## src/verilog/trc_defs.svh

```systemverilog
// offsets, field positions, reset values and codes of the touch report block
`ifndef TRC_DEFS_SVH
`define TRC_DEFS_SVH
`define TRC_OFF_CTRL      12'h000
`define TRC_OFF_STATUS    12'h004
`define TRC_OFF_CAL_SEL   12'h008
`define TRC_OFF_CAL_DATA  12'h00C
`define TRC_CTRL_MODE_LSB 0
`define TRC_CTRL_CHK_BIT  4
`define TRC_CTRL_FOC_LSB  8
`define TRC_MODE_RST      2'h2
`define TRC_CHK_RST       1'h1
`define TRC_FOCUS_RST     6'h04
`define TRC_MODE_LIFT     2'h0
`define TRC_MODE_TOUCH    2'h1
`define TRC_MODE_STREAM   2'h2
`define TRC_CMD_CAL       8'hBD
`define TRC_CMD_CHK       8'hA5
`define TRC_REP_OK        8'hC4
`define TRC_REP_ERR       8'hC8
`define TRC_REP_UNCHK     8'hC8
`define TRC_REP_PASS      8'hCB
`define TRC_REP_FAIL      8'hCC
`define TRC_SET_2         4'h2
`define TRC_SET_5         4'h5
`define TRC_SET_13        4'hD
`define TRC_REF_LO        10'h07F
`define TRC_REF_MID       10'h1FF
`define TRC_REF_HI        10'h37F
`define TRC_REF_IN_HI     10'h26F
`define TRC_REF_IN_LO     10'h13F
`define TRC_WIN           11'h07F
`endif

```

## src/verilog/trc_pkg.sv

```systemverilog
// shared types of the touch report block
package trc_pkg;
	typedef logic [9:0] trc_coord_t;
	typedef enum logic [2:0] {
		CAL_IDLE,
		CAL_PARAM,
		CAL_ECHO_OP,
		CAL_ECHO_PAR,
		CAL_TOUCH,
		CAL_POINT,
		CAL_TEST
	} trc_cal_e;
endpackage : trc_pkg

```

## src/verilog/trc_cal_ref.sv

```systemverilog
// reference position lookup and acceptance window of one calibration point
`timescale 1ns/1ps
`include "trc_defs.svh"
module trc_cal_ref (
	input  wire logic [3:0]        i_idx,
	input  wire trc_pkg::trc_coord_t i_x,
	input  wire trc_pkg::trc_coord_t i_y,
	output trc_pkg::trc_coord_t    o_ref_x,
	output trc_pkg::trc_coord_t    o_ref_y,
	output logic                   o_in_win
);
	logic [10:0] dx;
	logic [10:0] dy;
	logic [10:0] mx;
	logic [10:0] my;

	// sets of two and five are prefixes of the thirteen point table
	always_comb begin
		o_ref_x = `TRC_REF_MID;
		o_ref_y = `TRC_REF_MID;
		case (i_idx)
			4'h1: begin o_ref_x = `TRC_REF_LO;    o_ref_y = `TRC_REF_LO;    end
			4'h2: begin o_ref_x = `TRC_REF_HI;    o_ref_y = `TRC_REF_HI;    end
			4'h3: begin o_ref_x = `TRC_REF_LO;    o_ref_y = `TRC_REF_HI;    end
			4'h4: begin o_ref_x = `TRC_REF_MID;   o_ref_y = `TRC_REF_MID;   end
			4'h5: begin o_ref_x = `TRC_REF_HI;    o_ref_y = `TRC_REF_LO;    end
			4'h6: begin o_ref_x = `TRC_REF_HI;    o_ref_y = `TRC_REF_MID;   end
			4'h7: begin o_ref_x = `TRC_REF_MID;   o_ref_y = `TRC_REF_HI;    end
			4'h8: begin o_ref_x = `TRC_REF_LO;    o_ref_y = `TRC_REF_MID;   end
			4'h9: begin o_ref_x = `TRC_REF_MID;   o_ref_y = `TRC_REF_LO;    end
			4'hA: begin o_ref_x = `TRC_REF_IN_HI; o_ref_y = `TRC_REF_IN_LO; end
			4'hB: begin o_ref_x = `TRC_REF_IN_HI; o_ref_y = `TRC_REF_IN_HI; end
			4'hC: begin o_ref_x = `TRC_REF_IN_LO; o_ref_y = `TRC_REF_IN_HI; end
			4'hD: begin o_ref_x = `TRC_REF_IN_LO; o_ref_y = `TRC_REF_IN_LO; end
			default: begin o_ref_x = `TRC_REF_MID; o_ref_y = `TRC_REF_MID; end
		endcase
	end

	assign dx = {1'b0, i_x} - {1'b0, o_ref_x};
	assign dy = {1'b0, i_y} - {1'b0, o_ref_y};
	assign mx = dx[10] ? (~dx + 11'h001) : dx;
	assign my = dy[10] ? (~dy + 11'h001) : dy;
	assign o_in_win = (mx <= `TRC_WIN) && (my <= `TRC_WIN);
endmodule : trc_cal_ref

```

## src/verilog/trc_top.sv

```systemverilog
// coordinate focus filter, report modes and calibration command handling
//
// Summary of operation
// send and store coordinate when moved enough
// small moves resend the stored coordinate
// threshold 0..63, default 4, zero disables
// liftoff mode sends last coordinate at release
// touchdown mode sends first coordinate only
// streaming mode sends every coordinate while touched; code sends none from an accepted parameter byte until idle again
// two, five or thirteen point sets
// points ten to thirteen use inner references
// checked touch must sit within 127 counts
// host sends opcode then count/index byte
// echo both calibration bytes, then await touch
// unchecked touch always gets the error reply
// toggle command flips point checking
// after last point, self-test and pass/fail reply
// host repeats calibration after a failure reply
// accepted points kept in storage
// filter input is the delta-accepted coordinate
// checked touch inside window replies OK
// checked touch outside window replies error
// one mode at a time, nothing without touch
// bad index or count byte is ignored
`timescale 1ns/1ps
`include "trc_defs.svh"
module trc_top #(
	parameter int NPTS = 13
) (
	input  wire logic                i_clk,
	input  wire logic                i_rst_n,
	input  wire logic                i_psel,
	input  wire logic                i_penable,
	input  wire logic                i_pwrite,
	input  wire logic [11:0]         i_paddr,
	input  wire logic [31:0]         i_pwdata,
	output logic      [31:0]         o_prdata,
	output logic                     o_pready,
	output logic                     o_pslverr,
	input  wire logic                i_touch,
	input  wire logic                i_coord_valid,
	input  wire trc_pkg::trc_coord_t i_coord_x,
	input  wire trc_pkg::trc_coord_t i_coord_y,
	output logic                     o_rep_valid,
	output trc_pkg::trc_coord_t      o_rep_x,
	output trc_pkg::trc_coord_t      o_rep_y,
	input  wire logic                i_rx_valid,
	input  wire logic [7:0]          i_rx_byte,
	output logic                     o_tx_valid,
	output logic      [7:0]          o_tx_byte,
	input  wire logic                i_tx_ready
);
	trc_pkg::trc_cal_e   state;
	trc_pkg::trc_cal_e   next_state;
	logic [1:0]          mode;
	logic                chk_en;
	logic [5:0]          focus;
	logic [3:0]          cal_sel;
	logic                touch_m;
	logic                touch_s;
	logic                touch_d;
	logic                td_pend;
	logic                lift_have;
	trc_pkg::trc_coord_t last_c [2];
	trc_pkg::trc_coord_t prev_c [2];
	trc_pkg::trc_coord_t in_c   [2];
	trc_pkg::trc_coord_t filt_c [2];
	logic [1:0]          move;
	logic [7:0]          par;
	logic                pt_in;
	logic                pt_chk;
	logic                test_done;
	logic                test_pass;
	trc_pkg::trc_coord_t pt_x [NPTS];
	trc_pkg::trc_coord_t pt_y [NPTS];
	logic [NPTS-1:0]     pt_ok;
	logic [NPTS-1:0]     pt_need;

	// apb decode; one wait state keeps the read data registered
	wire apb_acc   = i_psel && i_penable && !o_pready;
	wire apb_done  = i_psel && i_penable && o_pready;
	wire apb_wr    = apb_done && i_pwrite;
	wire hit_ctrl  = (i_paddr == `TRC_OFF_CTRL);
	wire hit_stat  = (i_paddr == `TRC_OFF_STATUS);
	wire hit_sel   = (i_paddr == `TRC_OFF_CAL_SEL);
	wire hit_data  = (i_paddr == `TRC_OFF_CAL_DATA);
	wire hit_any   = hit_ctrl || hit_stat || hit_sel || hit_data;
	wire wr_ctrl   = apb_wr && hit_ctrl;
	wire [1:0] wr_mode = i_pwdata[`TRC_CTRL_MODE_LSB +: 2];
	wire mode_ok   = (wr_mode != 2'h3);
	wire sel_ok    = (cal_sel < 4'(NPTS));
	wire [31:0] rd_ctrl = {18'h00000, focus, 3'h0, chk_en, 2'h0, mode};
	wire [31:0] rd_stat = {16'h0000, 4'(state), 8'h00, test_pass, test_done,
		(state != trc_pkg::CAL_IDLE), touch_s};
	wire [31:0] rd_data = sel_ok ? {pt_ok[cal_sel], 5'h00, pt_x[cal_sel], 6'h00, pt_y[cal_sel]} : 32'h00000000;
	wire [31:0] rd_mux = hit_ctrl ? rd_ctrl :
		hit_stat ? rd_stat :
		hit_sel  ? {28'h0000000, cal_sel} :
		hit_data ? rd_data : 32'h00000000;

	// calibration command decode
	wire rx_idle   = i_rx_valid && (state == trc_pkg::CAL_IDLE);
	wire chk_tog   = rx_idle && (i_rx_byte == `TRC_CMD_CHK);
	wire [3:0] p_cnt = i_rx_byte[7:4];
	wire [3:0] p_idx = i_rx_byte[3:0];
	wire set_ok    = (p_cnt == `TRC_SET_2) || (p_cnt == `TRC_SET_5) || (p_cnt == `TRC_SET_13);
	wire param_ok  = set_ok && (p_idx != 4'h0) && (p_idx <= p_cnt);
	wire param_take = i_rx_valid && (state == trc_pkg::CAL_PARAM) && param_ok;
	wire cal_take  = (state == trc_pkg::CAL_TOUCH) && i_coord_valid && touch_s;
	wire win_ok;
	wire pt_acc    = !pt_chk || pt_in;
	wire last_pt   = (par[3:0] == par[7:4]);
	wire tx_done   = o_tx_valid && i_tx_ready;
	wire self_pass = &(pt_ok | ~pt_need);
	wire store     = cal_take && (!chk_en || win_ok);
	wire [7:0] pt_byte = !pt_chk ? `TRC_REP_UNCHK : (pt_in ? `TRC_REP_OK : `TRC_REP_ERR);
	wire is_send   = (state == trc_pkg::CAL_ECHO_OP) || (state == trc_pkg::CAL_ECHO_PAR) ||
		(state == trc_pkg::CAL_POINT) || (state == trc_pkg::CAL_TEST);
	wire tx_load   = is_send && !o_tx_valid;
	wire [7:0] tx_sel = (state == trc_pkg::CAL_ECHO_OP)  ? `TRC_CMD_CAL :
		(state == trc_pkg::CAL_ECHO_PAR) ? par :
		(state == trc_pkg::CAL_POINT)    ? pt_byte :
		(test_pass ? `TRC_REP_PASS : `TRC_REP_FAIL);

	// streaming and touchdown reports are held off from the accepted parameter byte until the calibration exchange returns to idle; liftoff is not gated
	wire rep_en  = (state == trc_pkg::CAL_IDLE) || (state == trc_pkg::CAL_PARAM);
	wire acc     = i_coord_valid && touch_s && rep_en;
	wire rise    = touch_s && !touch_d;
	wire fall    = !touch_s && touch_d;
	wire e_strm  = acc && (mode == `TRC_MODE_STREAM);
	wire e_td    = acc && (mode == `TRC_MODE_TOUCH) && (rise || td_pend);
	wire e_lift  = fall && (mode == `TRC_MODE_LIFT) && lift_have;
	wire next_rep = e_strm || e_td || e_lift;

	assign in_c[0] = i_coord_x;
	assign in_c[1] = i_coord_y;

	genvar a;
	generate
		for (a = 0; a < 2; a++) begin : g_axis
			wire [10:0] d = {1'b0, in_c[a]} - {1'b0, prev_c[a]};
			wire [10:0] m = d[10] ? (~d + 11'h001) : d;
			assign move[a]   = (m >= {5'h00, focus});
			assign filt_c[a] = move[a] ? in_c[a] : prev_c[a];
			always_ff @(posedge i_clk) begin
				if (!i_rst_n) begin
					prev_c[a] <= 10'h000;
					last_c[a] <= 10'h000;
				end else if (acc) begin
					if (move[a]) begin
						prev_c[a] <= in_c[a];
					end
					last_c[a] <= filt_c[a];
				end
			end
		end
	endgenerate

	genvar p;
	generate
		for (p = 0; p < NPTS; p++) begin : g_pt
			localparam logic [3:0] PI = 4'(p + 1);
			assign pt_need[p] = (PI <= par[7:4]);
			always_ff @(posedge i_clk) begin
				if (!i_rst_n) begin
					pt_ok[p] <= 1'b0;
					pt_x[p]  <= 10'h000;
					pt_y[p]  <= 10'h000;
				end else if (store && (par[3:0] == PI)) begin
					pt_ok[p] <= 1'b1;
					pt_x[p]  <= i_coord_x;
					pt_y[p]  <= i_coord_y;
				end else if (param_take && (p_idx == 4'h1)) begin
					pt_ok[p] <= 1'b0;
				end
			end
		end
	endgenerate

	trc_cal_ref u_ref (
		.i_idx    (par[3:0]),
		.i_x      (i_coord_x),
		.i_y      (i_coord_y),
		.o_ref_x  (),
		.o_ref_y  (),
		.o_in_win (win_ok)
	);

	always_comb begin
		next_state = state;
		case (state)
			trc_pkg::CAL_IDLE: if (rx_idle && (i_rx_byte == `TRC_CMD_CAL)) next_state = trc_pkg::CAL_PARAM;
			trc_pkg::CAL_PARAM: if (i_rx_valid) next_state = param_ok ? trc_pkg::CAL_ECHO_OP : trc_pkg::CAL_IDLE;
			trc_pkg::CAL_ECHO_OP: if (tx_done) next_state = trc_pkg::CAL_ECHO_PAR;
			trc_pkg::CAL_ECHO_PAR: if (tx_done) next_state = trc_pkg::CAL_TOUCH;
			trc_pkg::CAL_TOUCH: if (cal_take) next_state = trc_pkg::CAL_POINT;
			trc_pkg::CAL_POINT: if (tx_done) next_state = (pt_acc && last_pt) ? trc_pkg::CAL_TEST : trc_pkg::CAL_IDLE;
			trc_pkg::CAL_TEST: if (tx_done) next_state = trc_pkg::CAL_IDLE;
			default: next_state = trc_pkg::CAL_IDLE;
		endcase
	end

	always_ff @(posedge i_clk) begin
		if (!i_rst_n) begin
			state <= trc_pkg::CAL_IDLE;
			par   <= 8'h00;
		end else begin
			state <= next_state;
			if (param_take) begin
				par <= i_rx_byte;
			end
		end
	end

	always_ff @(posedge i_clk) begin
		if (!i_rst_n) begin
			pt_in  <= 1'b0;
			pt_chk <= 1'b0;
		end else if (cal_take) begin
			pt_in  <= win_ok;
			pt_chk <= chk_en;
		end
	end

	// the byte stands until the link takes it
	always_ff @(posedge i_clk) begin
		if (!i_rst_n) begin
			o_tx_valid <= 1'b0;
			o_tx_byte  <= 8'h00;
		end else if (tx_load) begin
			o_tx_valid <= 1'b1;
			o_tx_byte  <= tx_sel;
		end else if (tx_done) begin
			o_tx_valid <= 1'b0;
		end
	end

	always_ff @(posedge i_clk) begin
		if (!i_rst_n) begin
			test_done <= 1'b0;
			test_pass <= 1'b0;
		end else if ((state == trc_pkg::CAL_POINT) && tx_done && pt_acc && last_pt) begin
			test_done <= 1'b1;
			test_pass <= self_pass;
		end
	end

	always_ff @(posedge i_clk) begin
		if (!i_rst_n) begin
			mode    <= `TRC_MODE_RST;
			chk_en  <= `TRC_CHK_RST;
			focus   <= `TRC_FOCUS_RST;
			cal_sel <= 4'h0;
		end else begin
			if (wr_ctrl) begin
				chk_en <= i_pwdata[`TRC_CTRL_CHK_BIT];
				focus  <= i_pwdata[`TRC_CTRL_FOC_LSB +: 6];
				if (mode_ok) begin
					mode <= wr_mode;
				end
			end else if (chk_tog) begin
				chk_en <= !chk_en;
			end
			if (apb_wr && hit_sel) begin
				cal_sel <= i_pwdata[3:0];
			end
		end
	end

	always_ff @(posedge i_clk) begin
		if (!i_rst_n) begin
			o_pready  <= 1'b0;
			o_pslverr <= 1'b0;
			o_prdata  <= 32'h00000000;
		end else begin
			o_pready  <= apb_acc;
			o_pslverr <= apb_acc && !hit_any;
			o_prdata  <= (apb_acc && !i_pwrite) ? rd_mux : 32'h00000000;
		end
	end

	// touch level arrives from the panel, so it is synchronised first
	always_ff @(posedge i_clk) begin
		if (!i_rst_n) begin
			touch_m   <= 1'b0;
			touch_s   <= 1'b0;
			touch_d   <= 1'b0;
			td_pend   <= 1'b0;
			lift_have <= 1'b0;
		end else begin
			touch_m   <= i_touch;
			touch_s   <= touch_m;
			touch_d   <= touch_s;
			td_pend   <= (rise || td_pend) && !e_td && !fall;
			lift_have <= acc || (lift_have && !fall);
		end
	end

	always_ff @(posedge i_clk) begin
		if (!i_rst_n) begin
			o_rep_valid <= 1'b0;
			o_rep_x     <= 10'h000;
			o_rep_y     <= 10'h000;
		end else begin
			o_rep_valid <= next_rep;
			if (next_rep) begin
				o_rep_x <= e_lift ? last_c[0] : filt_c[0];
				o_rep_y <= e_lift ? last_c[1] : filt_c[1];
			end
		end
	end

	wire strm_acc = acc && (mode == `TRC_MODE_STREAM);
endmodule : trc_top

```

## config.mk

```make
export PLATFORM = sky130hd
export DESIGN_NAME = trc_top
export DESIGN_NICKNAME = d
export VERILOG_FILES = /design/src/verilog/trc_pkg.sv /design/src/verilog/trc_cal_ref.sv /design/src/verilog/trc_top.sv
export VERILOG_INCLUDE_DIRS = /design/src /design/src/verilog
export SDC_FILE = /design/constraint.sdc
export NUM_CORES = 1
export LEC_CHECK = 0
export ABC_AREA = 1
export BUFFER_PORTS_ARGS = -buffer_cell sky130_fd_sc_hd__buf_2
export CORE_MARGIN = 4
export CORE_UTILIZATION = 35
export DETAILED_ROUTE_END_ITERATION = 10
export GPL_ROUTABILITY_DRIVEN = 0
export PLACE_DENSITY = 0.6
export SLEW_MARGIN = 30
export SYNTH_ARGS = -nofsm -noshare
export SYNTH_HDL_FRONTEND = slang
export SYNTH_SLANG_ARGS = --single-unit
```

## constraint.sdc

```tcl
create_clock -name i_clk -period 10.4 [get_ports i_clk]
set_input_delay 2.08 -clock i_clk [delete_from_list [all_inputs] [get_ports i_clk]]
set_output_delay 2.08 -clock i_clk [all_outputs]
set_load 0.1 [all_outputs]
```

==> run summary <==
The run finished with clean final reports. After detailed routing, the average wire length per cell comes to 18.33 µm. For the number of buffers between clock root and the deepest sink, the log shows 3.

The final-stage net count was 2628; the synthesized instance count was 2436. The share of the clock period used by the worst path after layout works out to 65.65%. The max capacitance violation total was 0; the count of inserted antenna diode cells was 0. Global routing consumed, over all layers together, 17.82% of the routing resources.

For the number of warnings reported in the yosys synthesis log, the log shows 0. Data on the critical path arrives at its endpoint at 7020 ps. The placed instances occupy a cell area of 22550 µm².

By count the netlist is led by sky130_fd_sc_hd__nand2_1 (378), sky130_fd_sc_hd__nor2_1 (341), sky130_fd_sc_hd__edfxtp_1 (290). The relative max-transition margin is 40.08%, and the horizontal die dimension is 255.4 µm. After clock tree synthesis, the clock-pin slew on the worst setup and hold paths is 60 ps.

In the synthesized netlist the dominant register cell turns out to be sky130_fd_sc_hd__edfxtp_1. The register-to-register path setup slack was 5370 ps; the area fraction of the dominant cell type after synthesis was 40.64%. In the post-synthesis netlist, the biggest area contributors are sky130_fd_sc_hd__edfxtp_1 (41%), sky130_fd_sc_hd__dfxtp_1 (12%), sky130_fd_sc_hd__nand2_1 (6.6%). The logs give 2 for the number of antenna violations at the first check in global routing and 0 for the post-route antenna net violation count. The number of max-slew violations in the final report is 0. For this block, the initial DRC count from the detailed router was 1382.

Dividing total power by cell area gives a power density of 153.2 nW/µm². Setup violations remaining at the end of the flow were counted as 0. By instance count, the leading cell after synthesis is sky130_fd_sc_hd__nand2_1. For the pin with the worst max-slew slack, the measured transition is 895.6 ps.

The logs give 0 for the global-route congestion overflow total and 23790 µm² for the final instance area. After detailed routing, the number of remaining DRC violations is 0. For the length of the first detailed-routing pass in iterations, the log shows 5. The clock tree synthesis step divided the H-tree into 2 levels. The number of endpoints with negative hold slack in the final report was 0; the portion of the post-synthesis area used by sequential elements was 52.60%. Type of element launching the critical path: an input port.

Synthesized area divided by synthesized cell count: 8.795 µm². The logs give 65240 µm² for the die area and 60470 µm² for the standard cell core area. The count of buffers inserted at the top-level ports is 117, and the vias per cell is 5.174.

The logs give 90 for the count of standard-cell rows and 0 for the post-cts hold buffer count. The synthesized design contains 418 register bits. The run gives 16517 as the via count of the first global-routing pass.

The startpoint identified for the worst register-to-register timing path is prev_c[1][0]$_SDFFCE_PN0P_. The initial cell density of the core was 35.43%; the wire length of the first global-routing pass was 93280 µm. TritonCTS built the clock tree. Summing every instance area after synthesis gives 21430 µm². The run gives 418 as the clock net sink count.

The critical path is of the in2reg type. From bottom edge to top edge, the die measures 255.4 µm. The start point of the worst hold path is touch_m$_SDFF_PN0_. The worst hold path passes through 2 cells.

The maximum number of pins on one net before global-route repair was 86; the layout-stage area growth over the synthesis result was 11.03%. Measured in cells, the most critical reg-to-reg path has a length of 22. In this run the post-CTS setup repair buffer count came out at 0.

The fraction of registers with async set/reset works out to 0%. The end of the worst register-to-register path was prev_c[1][7]$_SDFFCE_PN0P_. The tools report the worst min-delay path endpoint as touch_s$_SDFF_PN0_.

Counting flops with a built-in enable in the synthesized netlist gives 290. Once detailed placement completed, the half-perimeter wirelength came to 40950 µm. Wires add up to 60480 µm.

TritonCTS created 41 clock buffers. The run gives 145 as the number of ports placed on the die boundary. Across the VDD grid, the largest voltage drop is 118.0 µV. At the later pin of the worst-skew pair, clock insertion delay measures 560 ps. Once the clock tree was built, the resizer swapped 0 gates to a different size.

The data required time at the worst endpoint was 10590 ps; the share of cells above drive strength 1 was 13.58%. STA classifies the critical path endpoint as a register. The final critical path time including I/O delays and setup is 6827 ps. Worst hold path class: reg2reg.

The setup TNS came out at 0 ps. The routed layout has 17073 vias. The cell chosen for the clock root is sky130_fd_sc_hd__clkbuf_16. Static timing analysis puts the maximum clock frequency at 146.5 MHz. Setup repair after global routing left no endpoint under its margin. After synthesis, the netlist uses 60 different library cells. Most area-hungry cell type in the Yosys netlist: sky130_fd_sc_hd__edfxtp_1. For the final database, setup skew stands at 31.39 ps. Summed over all cells, the static leakage comes to 10.23 nW.

The maximum fanout encountered on the critical timing path works out to 15.
-- critical path, stage by stage --
cell and delay (ps):
sky130_fd_sc_hd__buf_2 150, sky130_fd_sc_hd__inv_1 440, sky130_fd_sc_hd__ha_1 240, sky130_fd_sc_hd__inv_1 100, sky130_fd_sc_hd__fa_1 420, sky130_fd_sc_hd__nand2_1 80
sky130_fd_sc_hd__nand2_1 80, sky130_fd_sc_hd__nand3_1 110, sky130_fd_sc_hd__nand2_1 120, sky130_fd_sc_hd__a21oi_2 470, sky130_fd_sc_hd__nand2_1 130, sky130_fd_sc_hd__xor2_1 150
sky130_fd_sc_hd__inv_1 50, sky130_fd_sc_hd__ha_1 310, sky130_fd_sc_hd__a21oi_1 150, sky130_fd_sc_hd__o211ai_1 110, sky130_fd_sc_hd__nand3_1 80, sky130_fd_sc_hd__a21boi_0 90
sky130_fd_sc_hd__nand3_1 100, sky130_fd_sc_hd__nand2_1 60, sky130_fd_sc_hd__nor2_1 590, sky130_fd_sc_hd__nand2_1 440, sky130_fd_sc_hd__nand2_1 150, sky130_fd_sc_hd__nand2_1 290
-- final cells by class --
type,count,area (µm²)
fill,5906,36680
sequential,418,11280
multi-input combinational,1600,8456
clock buffer,56,1134
inverter,287,1077
tap,782,978.4
timing repair buffer,139,769.5
clock inverter,18,97.59
-- state kept, by name (all words and copies together), names as in the netlist, 3 cells and up, named ones only --
| name | cells |
|---|---|
| pt_x | 130 |
| pt_y | 130 |
| o_prdata | 26 |
| last_c | 20 |
| prev_c | 20 |
| pt_ok | 13 |
| o_rep_x | 10 |
| o_rep_y | 10 |
| o_tx_byte | 8 |
| par | 8 |
| focus | 6 |
| u_ref.o_ref_x | 5 |
| u_ref.o_ref_y | 5 |
| cal_sel | 4 |
| state | 3 |
-- how the worst max path moves through the flow --
| stage | start | to | slack, ps | cells past startpoint |
|---|---|---|---|---|
| detailed placement | i_coord_y[0] | prev_c[1][6]$_SDFFCE_PN0P_ | 3070 | 24 |
| floorplan | i_coord_y[0] | prev_c[1][0]$_SDFFCE_PN0P_ | 4500 | 26 |
| finish | i_coord_y[0] | prev_c[1][7]$_SDFFCE_PN0P_ | 3570 | 24 |
| global route | i_coord_y[0] | prev_c[1][0]$_SDFFCE_PN0P_ | 3200 | 24 |
| CTS | i_coord_y[0] | prev_c[1][6]$_SDFFCE_PN0P_ | 3660 | 24 |
| global placement | i_coord_y[0] | prev_c[1][6]$_SDFFCE_PN0P_ | 3220 | 24 |
-- report_power, final --
| part | internal, mW | switching [mW] |
|---|---|---|
| logic | 0.109 | 0.294 |
| registers | 1.82 | 0.0195 |
| clock network | 0.766 | 0.632 |
-- cell usage in the layout, fill, tap and decap left out, types with 5 or more instances in the layout --
cell / netlist / layout
sky130_fd_sc_hd__nand2_1: 378 / 372
sky130_fd_sc_hd__clkbuf_16: 0 / 42
sky130_fd_sc_hd__clkinv_2: 0 / 6
sky130_fd_sc_hd__nand3_4: 6 / 6
sky130_fd_sc_hd__edfxtp_1: 290 / 290
sky130_fd_sc_hd__buf_2: 21 / 116
sky130_fd_sc_hd__nand4_1: 24 / 24
sky130_fd_sc_hd__inv_1: 282 / 281
sky130_fd_sc_hd__buf_4: 8 / 21
sky130_fd_sc_hd__xor2_1: 12 / 12
sky130_fd_sc_hd__nand3b_1: 8 / 8
sky130_fd_sc_hd__o22ai_1: 28 / 28
sky130_fd_sc_hd__nor4_1: 5 / 5
sky130_fd_sc_hd__nor2_1: 341 / 340
sky130_fd_sc_hd__clkbuf_1: 85 / 11
sky130_fd_sc_hd__nand2_2: 2 / 8
sky130_fd_sc_hd__o21ai_0: 184 / 184
sky130_fd_sc_hd__nor2_2: 111 / 112
sky130_fd_sc_hd__dfxtp_1: 128 / 125
sky130_fd_sc_hd__nand3_1: 141 / 138
sky130_fd_sc_hd__ha_1: 58 / 58
sky130_fd_sc_hd__clkinv_1: 2 / 11
sky130_fd_sc_hd__mux2i_1: 30 / 30
sky130_fd_sc_hd__a21oi_1: 121 / 121
sky130_fd_sc_hd__conb_1: 1 / 6
sky130_fd_sc_hd__o211ai_1: 43 / 43
sky130_fd_sc_hd__o221ai_1: 11 / 11
sky130_fd_sc_hd__a211oi_1: 8 / 8
sky130_fd_sc_hd__nor3_1: 15 / 15
sky130_fd_sc_hd__a31oi_1: 9 / 9
sky130_fd_sc_hd__o21bai_1: 12 / 12
-- stage by stage --
| step | hold slack (ps) | util, % | power (mW) | instances | worst slack [ps] |
|---|---|---|---|---|---|
| 2_1_floorplan | 390.5 | - | 2.172 | 2441 | 4499 |
| 3_3_place_gp | 398.9 | 37.21 | 2.269 | 3225 | 3220 |
| 3_5_place_dp | 402.7 | 37.29 | 2.279 | 3226 | 3071 |
| 4_1_cts | 417.8 | 39.33 | 3.665 | 3300 | 3655 |
| 5_1_grt | 460.2 | 39.34 | 3.781 | 3300 | 3196 |
| 6_report | 414.7 | 39.34 | 3.644 | 3300 | 3573 |
-- metal layers --
layer	global-route usage, %	share of wire [%]	vias up
li1	-	-	8250
met1	22.92	42	8099
met2	31.27	49	602
met3	2.288	5.6	118
met4	5.699	3.4	4
met5	0	0.040	-
-- logic make-up (layout without fill, tap and decap cells) --
logic type,Yosys count,count (layout),synth area share [%]
other cells,1,6,0.01750
buf+inv,423,500,8.170
mux,30,30,1.402
fa+ha+maj,60,60,3.574
compound gates,441,441,11.81
simple gates,1047,1047,21.76
xor+xnor,16,16,0.6540
flops,418,418,52.60
Power figures use the tool's default switching activity.
